## src/bsw_regs.svh

```systemverilog
/*
  Constants of the boot shadow and watchdog block: register offsets, bit
  positions, reset values, memory map bounds and watchdog timing.
  Assumes it is included by bare name from the package and the design modules.
*/
// Overview of operation
// - boot mode is entered only by power-on or watchdog reset; software only leaves it
// - shadow clear: boot ROM at 0000h and 8000h, RAM read/write in data space
// - shadow set: ROM only at 8000h, RAM is code from 0000h, no writes
// - writing zero never clears shadow; only power-up or watchdog reset do
// - four reserved shadow register bits read zero, writes ignored
// - code-size field is hardwired 10b meaning 16K, untouched by reset
// - code-type bit is hardwired one, meaning RAM code space
// - device reset clears shadow bit and USB connect bit
// - first fetch after reset is at 0000h in boot ROM; RAM in data space
// - boot code reads EEPROM signature, copies firmware via data space or USB
// - firmware sets shadow first, then sets connect to start enumeration
// - watchdog counts 1 ms ticks, resets the core unless serviced in 128 ms
// - the tick comes from start-of-frame pulses, counting only while connected
// - writing one to service bit restarts counter; zero ignored; reads zero
// - watchdog disabled only when the six disable bits hold 101010b
// - disable bits reset to 00000 with the low bit one: watchdog enabled
// - reset-cause flag: zero after power-up, one after time-out, write one clears
// - F800h to FFFFh is the buffer and I/O area, top 128 are registers
// - register area: buffer manager EDB-0 only, DMA data regs and EDB-0 only
// - setup packet barred to DMA; endpoint-0 and data buffers open to all
`ifndef BSW_REGS_SVH
`define BSW_REGS_SVH

// ==========================================================================
// register offsets
`define BSW_ROM_SHADOW_CONFIG_OFS   16'hFF90
`define BSW_WATCHDOG_CTRL_OFS       16'hFF93
`define BSW_USB_CONTROL_OFS         16'hFFFC

// ==========================================================================
// field positions
`define BSW_SHADOW_BIT      0
`define BSW_SERVICE_BIT     0
`define BSW_DIS_UPPER_LSB   1
`define BSW_DIS_UPPER_MSB   5
`define BSW_CAUSE_BIT       6
`define BSW_DIS_LOW_BIT     7
`define BSW_CONNECT_BIT     7

// ==========================================================================
// fixed and reset values
`define BSW_CODE_TYPE_RAM   1'h1
`define BSW_CODE_SIZE_16K   2'h2
`define BSW_RSVD_ZERO       4'h0
`define BSW_DIS_UPPER_RST   5'h00
`define BSW_DIS_LOW_RST     1'h1
`define BSW_DIS_UPPER_KEY   5'h15
`define BSW_DIS_LOW_KEY     1'h0

// ==========================================================================
// memory map bounds
`define BSW_ROM_LO          16'h0000
`define BSW_ROM_HI          16'h27FF
`define BSW_ROM_ALT_LO      16'h8000
`define BSW_ROM_ALT_HI      16'hA7FF
`define BSW_RAM_LO          16'h0000
`define BSW_RAM_HI          16'h3FFF
`define BSW_IO_LO           16'hF800
`define BSW_MMR_LO          16'hFF80
`define BSW_EDB0_HI         16'hFF83
`define BSW_EDB_LO          16'hFF08
`define BSW_EDB_HI          16'hFF7F
`define BSW_SETUP_LO        16'hFF00
`define BSW_SETUP_HI        16'hFF07
`define BSW_DMA_DATA_LO     16'hFFA0
`define BSW_DMA_DATA_HI     16'hFFA1

// ==========================================================================
// watchdog timing
`define BSW_TICK_MS         1
`define BSW_WDT_TIMEOUT_MS  128
`define BSW_WDT_TICKS       (`BSW_WDT_TIMEOUT_MS / `BSW_TICK_MS)

`endif

```

## src/bsw_pkg.sv

```systemverilog
/*
  Types and shared helpers of the boot shadow and watchdog block.
  Assumes bsw_regs.svh is on the include path.
*/
`include "bsw_regs.svh"

package bsw_pkg;

  // ========================================================================
  // types
  typedef logic [15:0] bsw_addr_t;
  typedef logic [7:0]  bsw_byte_t;
  typedef enum logic {BSW_REQ_UBM, BSW_REQ_DMA} bsw_req_e;
  typedef enum {BSW_BOOT, BSW_NORMAL} bsw_mode_e;

  // ========================================================================
  // inclusive address window test, used by the access-check and memory-map decoders
  function automatic logic bsw_in_range(input bsw_addr_t a, input bsw_addr_t lo, input bsw_addr_t hi);
    return (a >= lo) && (a <= hi);
  endfunction

endpackage

```

## src/bsw_watchdog.sv

```systemverilog
/*
  Seven-bit watchdog counter advanced by a 1 ms tick.
  Assumes tick is a one-cycle pulse and clear outranks counting.
*/
`timescale 1ns/1ns
`default_nettype none
`include "bsw_regs.svh"

module bsw_watchdog #(
  parameter int unsigned TICKS = `BSW_WDT_TICKS
) (
  // clock and reset
  input  wire logic       clk,
  input  wire logic       sys_rst,
  // control
  input  wire logic       wdt_clear,
  input  wire logic       wdt_run,
  input  wire logic       tick,
  // status
  output logic            timeout,
  output logic [6:0]      count
);
  import bsw_pkg::*;

  localparam logic [6:0] LAST = 7'(TICKS - 1);

  logic [6:0] next_count;
  logic       next_timeout;

  // ==========================================================================
  // counting; a disabled watchdog freezes rather than restarts
  always_comb begin
    next_count   = count;
    next_timeout = 1'b0;
    if (wdt_clear) begin
      next_count = 7'h00;
    end else if (wdt_run && tick) begin
      if (count == LAST) begin
        next_count   = 7'h00;
        next_timeout = 1'b1;
      end else begin
        next_count = count + 7'h01;
      end
    end
  end

  always_ff @(posedge clk) begin
    if (sys_rst) begin
      count   <= 7'h00;
      timeout <= 1'b0;
    end else begin
      count   <= next_count;
      timeout <= next_timeout;
    end
  end

endmodule
`default_nettype wire

```

## src/bsw_access_check.sv

```systemverilog
/*
  Access rights of a bus requester (buffer manager or DMA) to the buffer area.
  Assumes the requester flags descriptor updates itself; the core needs no check.
*/
`timescale 1ns/1ns
`default_nettype none
`include "bsw_regs.svh"

module bsw_access_check #(
  parameter bsw_pkg::bsw_req_e REQ = bsw_pkg::BSW_REQ_UBM
) (
  // request
  input  wire bsw_pkg::bsw_addr_t addr,
  input  wire logic               edb_update,
  // verdict
  output logic                    grant
);
  import bsw_pkg::*;

  logic in_mmr;
  logic in_edb0;
  logic in_edb;
  logic in_setup;
  logic in_data;

  // ==========================================================================
  // region decode
  always_comb begin
    in_mmr   = addr >= `BSW_MMR_LO;
    in_edb0  = bsw_in_range(addr, `BSW_MMR_LO, `BSW_EDB0_HI);
    in_edb   = bsw_in_range(addr, `BSW_EDB_LO, `BSW_EDB_HI);
    in_setup = bsw_in_range(addr, `BSW_SETUP_LO, `BSW_SETUP_HI);
    in_data  = bsw_in_range(addr, `BSW_IO_LO, 16'(`BSW_SETUP_LO - 16'h0001));
    grant    = 1'b0;
    if (in_mmr) begin
      grant = in_edb0 || (REQ == BSW_REQ_DMA && bsw_in_range(addr, `BSW_DMA_DATA_LO, `BSW_DMA_DATA_HI));
    end else if (in_edb) begin
      grant = edb_update;
    end else if (in_setup) begin
      grant = (REQ == BSW_REQ_UBM);
    end else if (in_data) begin
      grant = 1'b1;
    end
  end

endmodule
`default_nettype wire

```

## src/bsw_top.sv

```systemverilog
/*
  Boot shadow and watchdog block: memory map switching between boot and
  normal mode, the shadow configuration, watchdog and USB connect registers,
  the watchdog itself and access rights of buffer manager and DMA.
  Assumes a byte-wide data-space bus from the core with one-cycle read and
  write strobes, a one-cycle start-of-frame pulse, and sys_rst as power-on.
*/
`timescale 1ns/1ns
`default_nettype none
`include "bsw_regs.svh"

module bsw_top #(
  parameter int unsigned WDT_TICKS = `BSW_WDT_TICKS
) (
  // clock and reset
  input  wire logic               clk,
  input  wire logic               sys_rst,
  // core data-space bus
  input  wire bsw_pkg::bsw_addr_t xaddr,
  input  wire logic               xwr,
  input  wire logic               xrd,
  input  wire bsw_pkg::bsw_byte_t xwdata,
  output bsw_pkg::bsw_byte_t      xrdata,
  output logic                    xreg_hit,
  // core code fetch
  input  wire bsw_pkg::bsw_addr_t code_addr,
  output logic                    code_rom_sel,
  output logic                    code_ram_sel,
  output logic [13:0]             rom_addr,
  output logic [13:0]             code_ram_addr,
  // data-space routing
  output logic                    xram_sel,
  output logic                    xram_we,
  output logic                    io_sel,
  // usb side
  input  wire logic               sof_pulse,
  output logic                    usb_connect_bit,
  // buffer manager and dma requests
  input  wire bsw_pkg::bsw_addr_t ubm_addr,
  input  wire logic               ubm_edb_update,
  output logic                    ubm_grant,
  input  wire bsw_pkg::bsw_addr_t dma_addr,
  input  wire logic               dma_edb_update,
  output logic                    dma_grant,
  // core reset request and state
  output logic                    mcu_rst,
  output logic                    shadow_switch_bit,
  output logic [6:0]              wdt_count
);
  import bsw_pkg::*;

  // ==========================================================================
  // state
  bsw_mode_e mode;
  bsw_mode_e next_mode;
  logic      connect;
  logic      next_connect;
  logic [4:0] watchdog_disable_upper;
  logic [4:0] next_dis_upper;
  logic      watchdog_disable_low;
  logic      next_dis_low;
  logic      reset_cause_flag;
  logic      next_cause;
  bsw_byte_t next_rdata;
  logic      next_mcu_rst;

  logic      timeout;
  logic      wr_shadow;
  logic      wr_wdog;
  logic      wr_usb;
  logic      service;
  logic      wdt_run;
  logic      wdt_clear;
  bsw_byte_t shadow_view;
  bsw_byte_t wdog_view;
  bsw_byte_t usb_view;

  // ==========================================================================
  // register decode
  always_comb begin
    wr_shadow = xwr && (xaddr == `BSW_ROM_SHADOW_CONFIG_OFS);
    wr_wdog   = xwr && (xaddr == `BSW_WATCHDOG_CTRL_OFS);
    wr_usb    = xwr && (xaddr == `BSW_USB_CONTROL_OFS);
    xreg_hit  = (xaddr == `BSW_ROM_SHADOW_CONFIG_OFS) || (xaddr == `BSW_WATCHDOG_CTRL_OFS)
                || (xaddr == `BSW_USB_CONTROL_OFS);
    service   = wr_wdog && xwdata[`BSW_SERVICE_BIT];
  end

  // ==========================================================================
  // read views; hardwired fields never pass through a flop, so reset leaves them
  always_comb begin
    shadow_switch_bit = (mode == BSW_NORMAL);
    shadow_view = {`BSW_CODE_TYPE_RAM, `BSW_CODE_SIZE_16K, `BSW_RSVD_ZERO,
                   shadow_switch_bit};
    wdog_view   = {watchdog_disable_low, reset_cause_flag, watchdog_disable_upper,
                   1'b0};                                            // service bit reads zero
    usb_view    = {connect, 7'h00};
    usb_connect_bit = connect;
  end

  // ==========================================================================
  // watchdog enable and tick; no frames means no tick, so a disconnected
  // device never times out
  always_comb begin
    wdt_run   = !((watchdog_disable_upper == `BSW_DIS_UPPER_KEY)
                  && (watchdog_disable_low == `BSW_DIS_LOW_KEY));
    wdt_clear = service || mcu_rst;
  end

  bsw_watchdog #(
    .TICKS     (WDT_TICKS)
  ) u_watchdog (
    .clk       (clk),
    .sys_rst   (sys_rst),
    .wdt_clear (wdt_clear),
    .wdt_run   (wdt_run),
    .tick      (sof_pulse && connect),
    .timeout   (timeout),
    .count     (wdt_count)
  );

  // ==========================================================================
  // next register values; a watchdog reset acts like power-on except for
  // the cause flag, which it sets
  always_comb begin
    next_mode      = mode;
    next_connect   = connect;
    next_dis_upper = watchdog_disable_upper;
    next_dis_low   = watchdog_disable_low;
    next_cause     = reset_cause_flag;
    next_rdata     = xrdata;
    next_mcu_rst   = timeout;
    if (mcu_rst) begin
      next_mode      = BSW_BOOT;
      next_connect   = 1'b0;
      next_dis_upper = `BSW_DIS_UPPER_RST;
      next_dis_low   = `BSW_DIS_LOW_RST;
      next_cause     = 1'b1;
    end else begin
      // only a one can move the mode, and only forward
      if (wr_shadow && xwdata[`BSW_SHADOW_BIT]) begin
        next_mode = BSW_NORMAL;
      end
      if (wr_usb) begin
        next_connect = xwdata[`BSW_CONNECT_BIT];
      end
      if (wr_wdog) begin
        next_dis_upper = xwdata[`BSW_DIS_UPPER_MSB:`BSW_DIS_UPPER_LSB];
        next_dis_low   = xwdata[`BSW_DIS_LOW_BIT];
        if (xwdata[`BSW_CAUSE_BIT]) begin
          next_cause = 1'b0;
        end
      end
      // a time-out in the clearing cycle still leaves the flag set
      if (timeout) begin
        next_cause = 1'b1;
      end
    end
    if (xrd) begin
      case (xaddr)
        `BSW_ROM_SHADOW_CONFIG_OFS: next_rdata = shadow_view;
        `BSW_WATCHDOG_CTRL_OFS:     next_rdata = wdog_view;
        `BSW_USB_CONTROL_OFS:       next_rdata = usb_view;
        default:                    next_rdata = 8'h00;
      endcase
    end
  end

  // ==========================================================================
  // register bank; power-on clears the cause flag
  always_ff @(posedge clk) begin
    if (sys_rst) begin
      mode                   <= BSW_BOOT;
      connect                <= 1'b0;
      watchdog_disable_upper <= `BSW_DIS_UPPER_RST;
      watchdog_disable_low   <= `BSW_DIS_LOW_RST;
      reset_cause_flag       <= 1'b0;
      xrdata                 <= 8'h00;
      mcu_rst                <= 1'b0;
    end else begin
      mode                   <= next_mode;
      connect                <= next_connect;
      watchdog_disable_upper <= next_dis_upper;
      watchdog_disable_low   <= next_dis_low;
      reset_cause_flag       <= next_cause;
      xrdata                 <= next_rdata;
      mcu_rst                <= next_mcu_rst;
    end
  end

  // ==========================================================================
  // code-space map; boot mode serves 0000h from ROM so the first fetch
  // after any reset lands in the loader
  always_comb begin
    code_rom_sel  = 1'b0;
    code_ram_sel  = 1'b0;
    rom_addr      = 14'h0000;
    code_ram_addr = 14'h0000;
    if (bsw_in_range(code_addr, `BSW_ROM_ALT_LO, `BSW_ROM_ALT_HI)) begin
      code_rom_sel = 1'b1;
      rom_addr     = 14'(code_addr - `BSW_ROM_ALT_LO);
    end else if (mode == BSW_BOOT) begin
      if (bsw_in_range(code_addr, `BSW_ROM_LO, `BSW_ROM_HI)) begin
        code_rom_sel = 1'b1;
        rom_addr     = code_addr[13:0];
      end
    end else begin
      if (bsw_in_range(code_addr, `BSW_RAM_LO, `BSW_RAM_HI)) begin
        code_ram_sel  = 1'b1;
        code_ram_addr = code_addr[13:0];
      end
    end
  end

  // ==========================================================================
  // data-space map; in normal mode the RAM leaves data space, so no store
  // from the core can reach code
  always_comb begin
    xram_sel = (mode == BSW_BOOT) && bsw_in_range(xaddr, `BSW_RAM_LO, `BSW_RAM_HI);
    xram_we  = xram_sel && xwr;
    io_sel   = (xaddr >= `BSW_IO_LO) && !xreg_hit;
  end

  // ==========================================================================
  // access rights of the two other masters; the core is never checked
  bsw_access_check #(
    .REQ        (BSW_REQ_UBM)
  ) u_ubm_check (
    .addr       (ubm_addr),
    .edb_update (ubm_edb_update),
    .grant      (ubm_grant)
  );

  bsw_access_check #(
    .REQ        (BSW_REQ_DMA)
  ) u_dma_check (
    .addr       (dma_addr),
    .edb_update (dma_edb_update),
    .grant      (dma_grant)
  );

endmodule
`default_nettype wire

```

## config.mk

```make
export PLATFORM = sky130hd
export DESIGN_NAME = bsw_top
export DESIGN_NICKNAME = d
export VERILOG_FILES = /design/src/bsw_pkg.sv /design/src/bsw_watchdog.sv /design/src/bsw_access_check.sv /design/src/bsw_top.sv
export VERILOG_INCLUDE_DIRS = /design/src
export SDC_FILE = /design/constraint.sdc
export NUM_CORES = 1
export LEC_CHECK = 0
export CAP_MARGIN = 20
export CORE_ASPECT_RATIO = 0.8
export CORE_MARGIN = 2
export CORE_UTILIZATION = 46
export DETAILED_ROUTE_END_ITERATION = 8
export DONT_BUFFER_PORTS = 1
export GPL_ROUTABILITY_DRIVEN = 1
export PLACE_DENSITY = 0.58
export SETUP_SLACK_MARGIN = 0.2
export SLEW_MARGIN = 25
export SYNTH_ARGS = -nofsm -noshare
export SYNTH_HDL_FRONTEND = slang
export SYNTH_SLANG_ARGS = --single-unit
```

## constraint.sdc

```tcl
create_clock -name clk -period 3.1 [get_ports clk]
set_input_delay 0.465 -clock clk [delete_from_list [all_inputs] [get_ports clk]]
set_output_delay 0.465 -clock clk [all_outputs]
set_load 0.005 [all_outputs]
```

Word-level counts from Yosys, hierarchy flattened. Cells that the tools add are included. W data, S select, Z words.

Bitwise operators: 2. Order comparisons: 26. Mux-type cells: 27. Reductions and logical operators: 37. Equal/unequal tests: 5. Add/subtract/negate cells: 2.

Operator list (number): $ge A16 B16 Y1 const B (11); $le A16 B16 Y1 const B (10); $mux W14 (6); $eq A16 B16 Y1 const B (3); $le A16 B14 Y1 const B (3); $ge A16 B1 Y1 const B (2); $logic_not A32 Y1 (1); $logic_and A1 B1 Y1 (24); $pmux W8 S3 (1); $mux W1 (19); $sub A14 B1 Y14 const B (1); $add A7 B1 Y7 const B (1); $eq A7 B7 Y1 const B (1); $mux W7 (1); $reduce_bool A3 Y1 (2); $eq A5 B5 Y1 const B (1); $logic_or A1 B1 Y1 (4); $reduce_or A2 Y1 (2); $reduce_or A3 Y1 (1); $logic_not A1 Y1 (2); $not A1 Y1 (2); $reduce_and A2 Y1 (1).

Output and inout port bits: 54. Register bits: 26.

Logic depth before layout (Yosys ltp).
Depth after elaboration: 6. Gate-level depth with buffers: 5. Gate-level depth less buffers: 5.

Hierarchy. A second synthesis with hierarchy kept.

Cells, all modules: 202. Area total of the unflattened synthesis: 1550.2 µm².

Modules (own cells, without submodules): bsw_top (area each 1061.0 µm², cells each 140, seq. area each 360.3 µm², instances 1); bsw_watchdog (area each 366.6 µm², cells each 43, seq. area each 160.2 µm², instances 1); bsw_access_check (u_dma_check) (area each 68.8 µm², cells each 10, seq. area each 0.0 µm², instances 1); bsw_access_check (u_ubm_check) (area each 53.8 µm², cells each 9, seq. area each 0.0 µm², instances 1).

Least setup slack after synthesis. Ideal clock, no wire load.

Path kind: input port to flip-flop. Start point: input port xaddr[2]. End point: register u_watchdog.count[0]. Required time: 2.969 ns. Stages: 5. Library setup time: 0.131 ns. Arrival time: 1.894 ns. Path slack: 1.075 ns. Cells stage by stage: or4_4 -> or4_1 -> buf_2 -> o21ai_4 -> nor3_1.

Cells in the longest elaborated chain, start to end: 5.

RTL lines: start, declared (line bsw_top.sv:19) `input wire bsw_pkg::bsw_addr_t xaddr,`; $eq A16 B16 Y1; $logic_and A1 B1 Y1 (line bsw_top.sv:82) `` wr_wdog = xwr && (xaddr == `BSW_WATCHDOG_CTRL_OFS); ``; $logic_and A1 B1 Y1 (line bsw_top.sv:86) `` service = wr_wdog && xwdata[`BSW_SERVICE_BIT]; ``; $logic_or A1 B1 Y1 (line bsw_top.sv:107) `wdt_clear = service || mcu_rst;`; $reduce_or A2 Y1 (no line); end signal, assigned (line bsw_watchdog.sv:52) `count <= next_count;`; end, declared (line bsw_watchdog.sv:21) `output logic [6:0] count`.

No other way between the ends. A chain may end at the register's enable or synchronous reset.

Worst setup path after layout.
Start point: register mode[0]. End point: output port code_ram_addr[6].

Cells in the longest elaborated chain, start to end: 3.

RTL lines: start, declared (line bsw_top.sv:54) `bsw_mode_e mode;`; start signal, assigned (line bsw_top.sv:181) `mode <= next_mode;`; $logic_not A32 Y1 (line bsw_top.sv:202) `end else if (mode == BSW_BOOT) begin`; $mux W14 (line bsw_top.sv:202); $mux W14 (line bsw_top.sv:199) `` if (bsw_in_range(code_addr, `BSW_ROM_ALT_LO, `BSW_ROM_ALT_HI)) begin ``; end, declared (line bsw_top.sv:30) `output logic [13:0] code_ram_addr,`.

No other way between the ends.

==> metrics <==
status=finished, final reports clean; RSZ-0062 raised after global routing=false; combinational share of power=6.4%; Crit Path Category=register to output pin; remaining routing DRC violations=0; post-cts sizing count=0; Flop pwr share=57.1%; synth top area cells=dfxtp_1 (35%), and2_1 (12%), a21oi_1 (5.7%); Final Cycle Share=70.98%; Nets=274; top sig layer=met4; CP endpoint kind=output pin; die area=0.003746 mm²; hpwl dp=3.410 mm; Initial Utilization=48.39%; Sw Share=21.11%; Final Util=51.21%; Syn Nets=275; first-pass GRT wire length=5.685 mm; crit start category=register; number of global-route vias before repair=1,245; Total Power=0.0005885 W; initial antenna violation count=0; Max Fanout on Critical Path=15; post-synth top area cell=dfxtp_1; DP Cell Count=229; post-synthesis sequential area ratio=34.61%; Vias/cell=6.236; Worst Hold Margin=255.6 ps; Cell Area, Synth=0.001504 mm²; Final Hold Viols=0; Net Switching=0.0001242 W; Die W=67.93 µm; Met1 Wirelength=1.648 mm; Max clock buf depth=2; Total Routing Usage GR=20.03%; power density cells=369.8 mW/mm²; Vias=1,453; Syn Inst Count=195; antenna diode count=0; Hold-fix buffers, CTS=0; Yosys cell types=39; Critical Path RT=2630 ps; Max-slew headroom=52.75%; # rows=18; postcts setup bufs=0; #FFs+latches synth=26; Detailed Route WL=4.074 mm; hold crit path type=input port to register; chip height=55.14 µm; Final ANT Viol Nets=0; Pleak=0.5267 nW; met3 routed WL=281 µm; CP Data Arrival Time=1740 ps; final-report setup violation count=0; P_int=0.0004643 W; Avg WL per Cell=17.48 µm; clk root buf=clkbuf_8; Skew-Pair Late Insertion Delay=260 ps; Worst-path clk slew=90 ps; clk sinks=26; routability congestion estimate=0.7777; DRT Pass-1 Iters=4; DRT iter0 DRCs=42; layout cell share with drive strength beyond 1=5.699%; TritonCTS Buffers=3; minimum clock period after layout=2200 ps; I/O Buffers=0; f_max=0.4545 GHz; fin. max-slew vios=0; Fin Clk Skew=1.755 ps; GRT overflow=0; top-area cell type share of the netlist area=34.61%; setup TNS=0 ps; core area=0.003108 mm²; Tightest Pin Transition=707.3 ps; Max IR drop VDD=0.1996 mV; I/O pin cnt=133; Max-Cap Viols=0; Post-Layout Cell Count=233; Yosys Warn Count=0; htree depth=1; Clk pwr share=36.5%; DR WL met2=2.131 mm; Area Overhead vs Synth=5.824%; CTS tree=done; largest net degree at the start of global routing=16; Mapped Avg Cell Area=7.713 µm²
==> power groups by stage <==
stage | registers (W) | clock network [W] | logic (W)
6_report | 0.000336 | 0.000215 | 0.0000378
4_1_cts | 0.000336 | 0.000215 | 0.0000382
2_1_floorplan | 0.000343 | 0 | 0.0000354
3_5_place_dp | 0.000344 | 0 | 0.0000381
3_3_place_gp | 0.000344 | 0 | 0.0000369
5_1_grt | 0.000336 | 0.000232 | 0.0000428
==> worst max-delay path: stages (launching register included) <==
cell and delay (ps):
dfxtp_1 440, nor2b_1 180, nor2b_1 590, and2_1 250
==> placed cells by master (no fill, tap or decap) <==
cell type | Yosys | final
a211oi_1 | 5 | 5
a21o_1 | 1 | 1
a21oi_1 | 17 | 17
a22oi_1 | 1 | 1
a31oi_1 | 1 | 1
a41o_1 | 1 | 1
and2_1 | 30 | 30
and3_1 | 1 | 1
and4bb_2 | 1 | 1
buf_4 | 0 | 2
clkbuf_8 | 0 | 4
dfxtp_1 | 26 | 26
ha_1 | 1 | 1
inv_1 | 3 | 3
mux2i_1 | 1 | 1
nand2_1 | 19 | 19
nand3_1 | 15 | 15
nand4_1 | 6 | 6
nand4b_1 | 1 | 1
nand4bb_1 | 1 | 1
nor2_1 | 11 | 11
nor2b_1 | 5 | 5
nor3_1 | 10 | 10
nor3b_1 | 1 | 1
nor4_1 | 4 | 4
nor4_2 | 1 | 1
o2111a_1 | 1 | 1
o2111ai_1 | 1 | 1
o21a_1 | 2 | 2
o21ai_0 | 2 | 2
o21ai_1 | 5 | 5
o21ai_4 | 1 | 1
o31ai_1 | 2 | 2
or2_2 | 1 | 1
or4_1 | 3 | 3
or4_4 | 1 | 1
xnor2_1 | 3 | 3
xor2_1 | 2 | 2
==> Yosys cell counts (all sizes together) <==
| master | instances |
|---|---|
| a211oi | 5 |
| a21o | 1 |
| a21oi | 17 |
| a22oi | 1 |
| a31oi | 1 |
| a41o | 1 |
| and2 | 30 |
| and3 | 1 |
| and4bb | 1 |
| buf | 3 |
| clkbuf | 5 |
| dfxtp | 26 |
| ha | 1 |
| inv | 3 |
| mux2i | 1 |
| nand2 | 19 |
| nand3 | 15 |
| nand4 | 6 |
| nand4b | 1 |
| nand4bb | 1 |
| nor2 | 11 |
| nor2b | 5 |
| nor3 | 10 |
| nor3b | 1 |
| nor4 | 5 |
| o2111a | 1 |
| o2111ai | 1 |
| o21a | 2 |
| o21ai | 8 |
| o31ai | 2 |
| or2 | 1 |
| or4 | 4 |
| xnor2 | 3 |
| xor2 | 2 |
==> area by class of cell <==
type	instances	area, µm²
Timing Repair Buffer	2	15.01
Tap cell	40	50.05
Fill cell	307	1516
Clock buffer	4	55.05
Sequential cell	26	520.5
Inverter	3	11.26
Multi-Input combinational cell	158	939.7
==> cell families (layout without fill, tap and decap cells) <==
logic type	after synthesis	in the layout	synth area share, %
buffers and inverters	11	9	2.912
AO/OA/AOI/OAI	40	40	16.97
multiplexers	1	1	0.6656
adder cells (fa/ha/maj)	1	1	0.8318
XOR/XNOR	5	5	2.912
flip-flops	26	26	34.61
AND/OR/NAND/NOR	111	111	41.10
==> sequential cells by signal, summed over array words and instances (netlist names) <==
signal                  count
mode                        1
u_watchdog.timeout          1
watchdog_disable_upper      5
usb_connect_bit             1
xrdata                      8
u_watchdog.count            7
reset_cause_flag            1
watchdog_disable_low        1
mcu_rst                     1
==> metrics by stage <==
| step | worst slack [ps] | cell area, µm² |
|---|---|---|
| 5_1_grt | 671.3 | 1592 |
| 2_1_floorplan | 1075 | 1504 |
| 3_5_place_dp | 864.6 | 1536 |
| 3_3_place_gp | 883.5 | 1536 |
| 6_report | 899.6 | 1592 |
| 4_1_cts | 857.9 | 1592 |
==> per-layer routing <==
metal	global-route usage [%]	vias up
li1	-	697
met3	3.239	2
met2	34.95	56
met5	0	-
met1	26.02	698
met4	5.000	0
==> path summary, 6_finish.rpt <==
| kind | cells after the start | slack, ps | from | end |
|---|---|---|---|---|
| min | 1 | 260 | sys_rst | xrdata[3]$_SDFFE_PP0P_ |
| max reg2reg | 4 | 1410 | watchdog_disable_upper[1]$_SDFFE_PP0P_ | u_watchdog.count[5]$_SDFFE_PP0N_ |
| max | 3 | 900 | mode[0]$_SDFFE_PP0P_ | code_ram_addr[6] |
| min reg2reg | 1 | 460 | u_watchdog.timeout$_SDFF_PP0_ | mcu_rst$_SDFF_PP0_ |
Power figures use the tool's default switching activity.
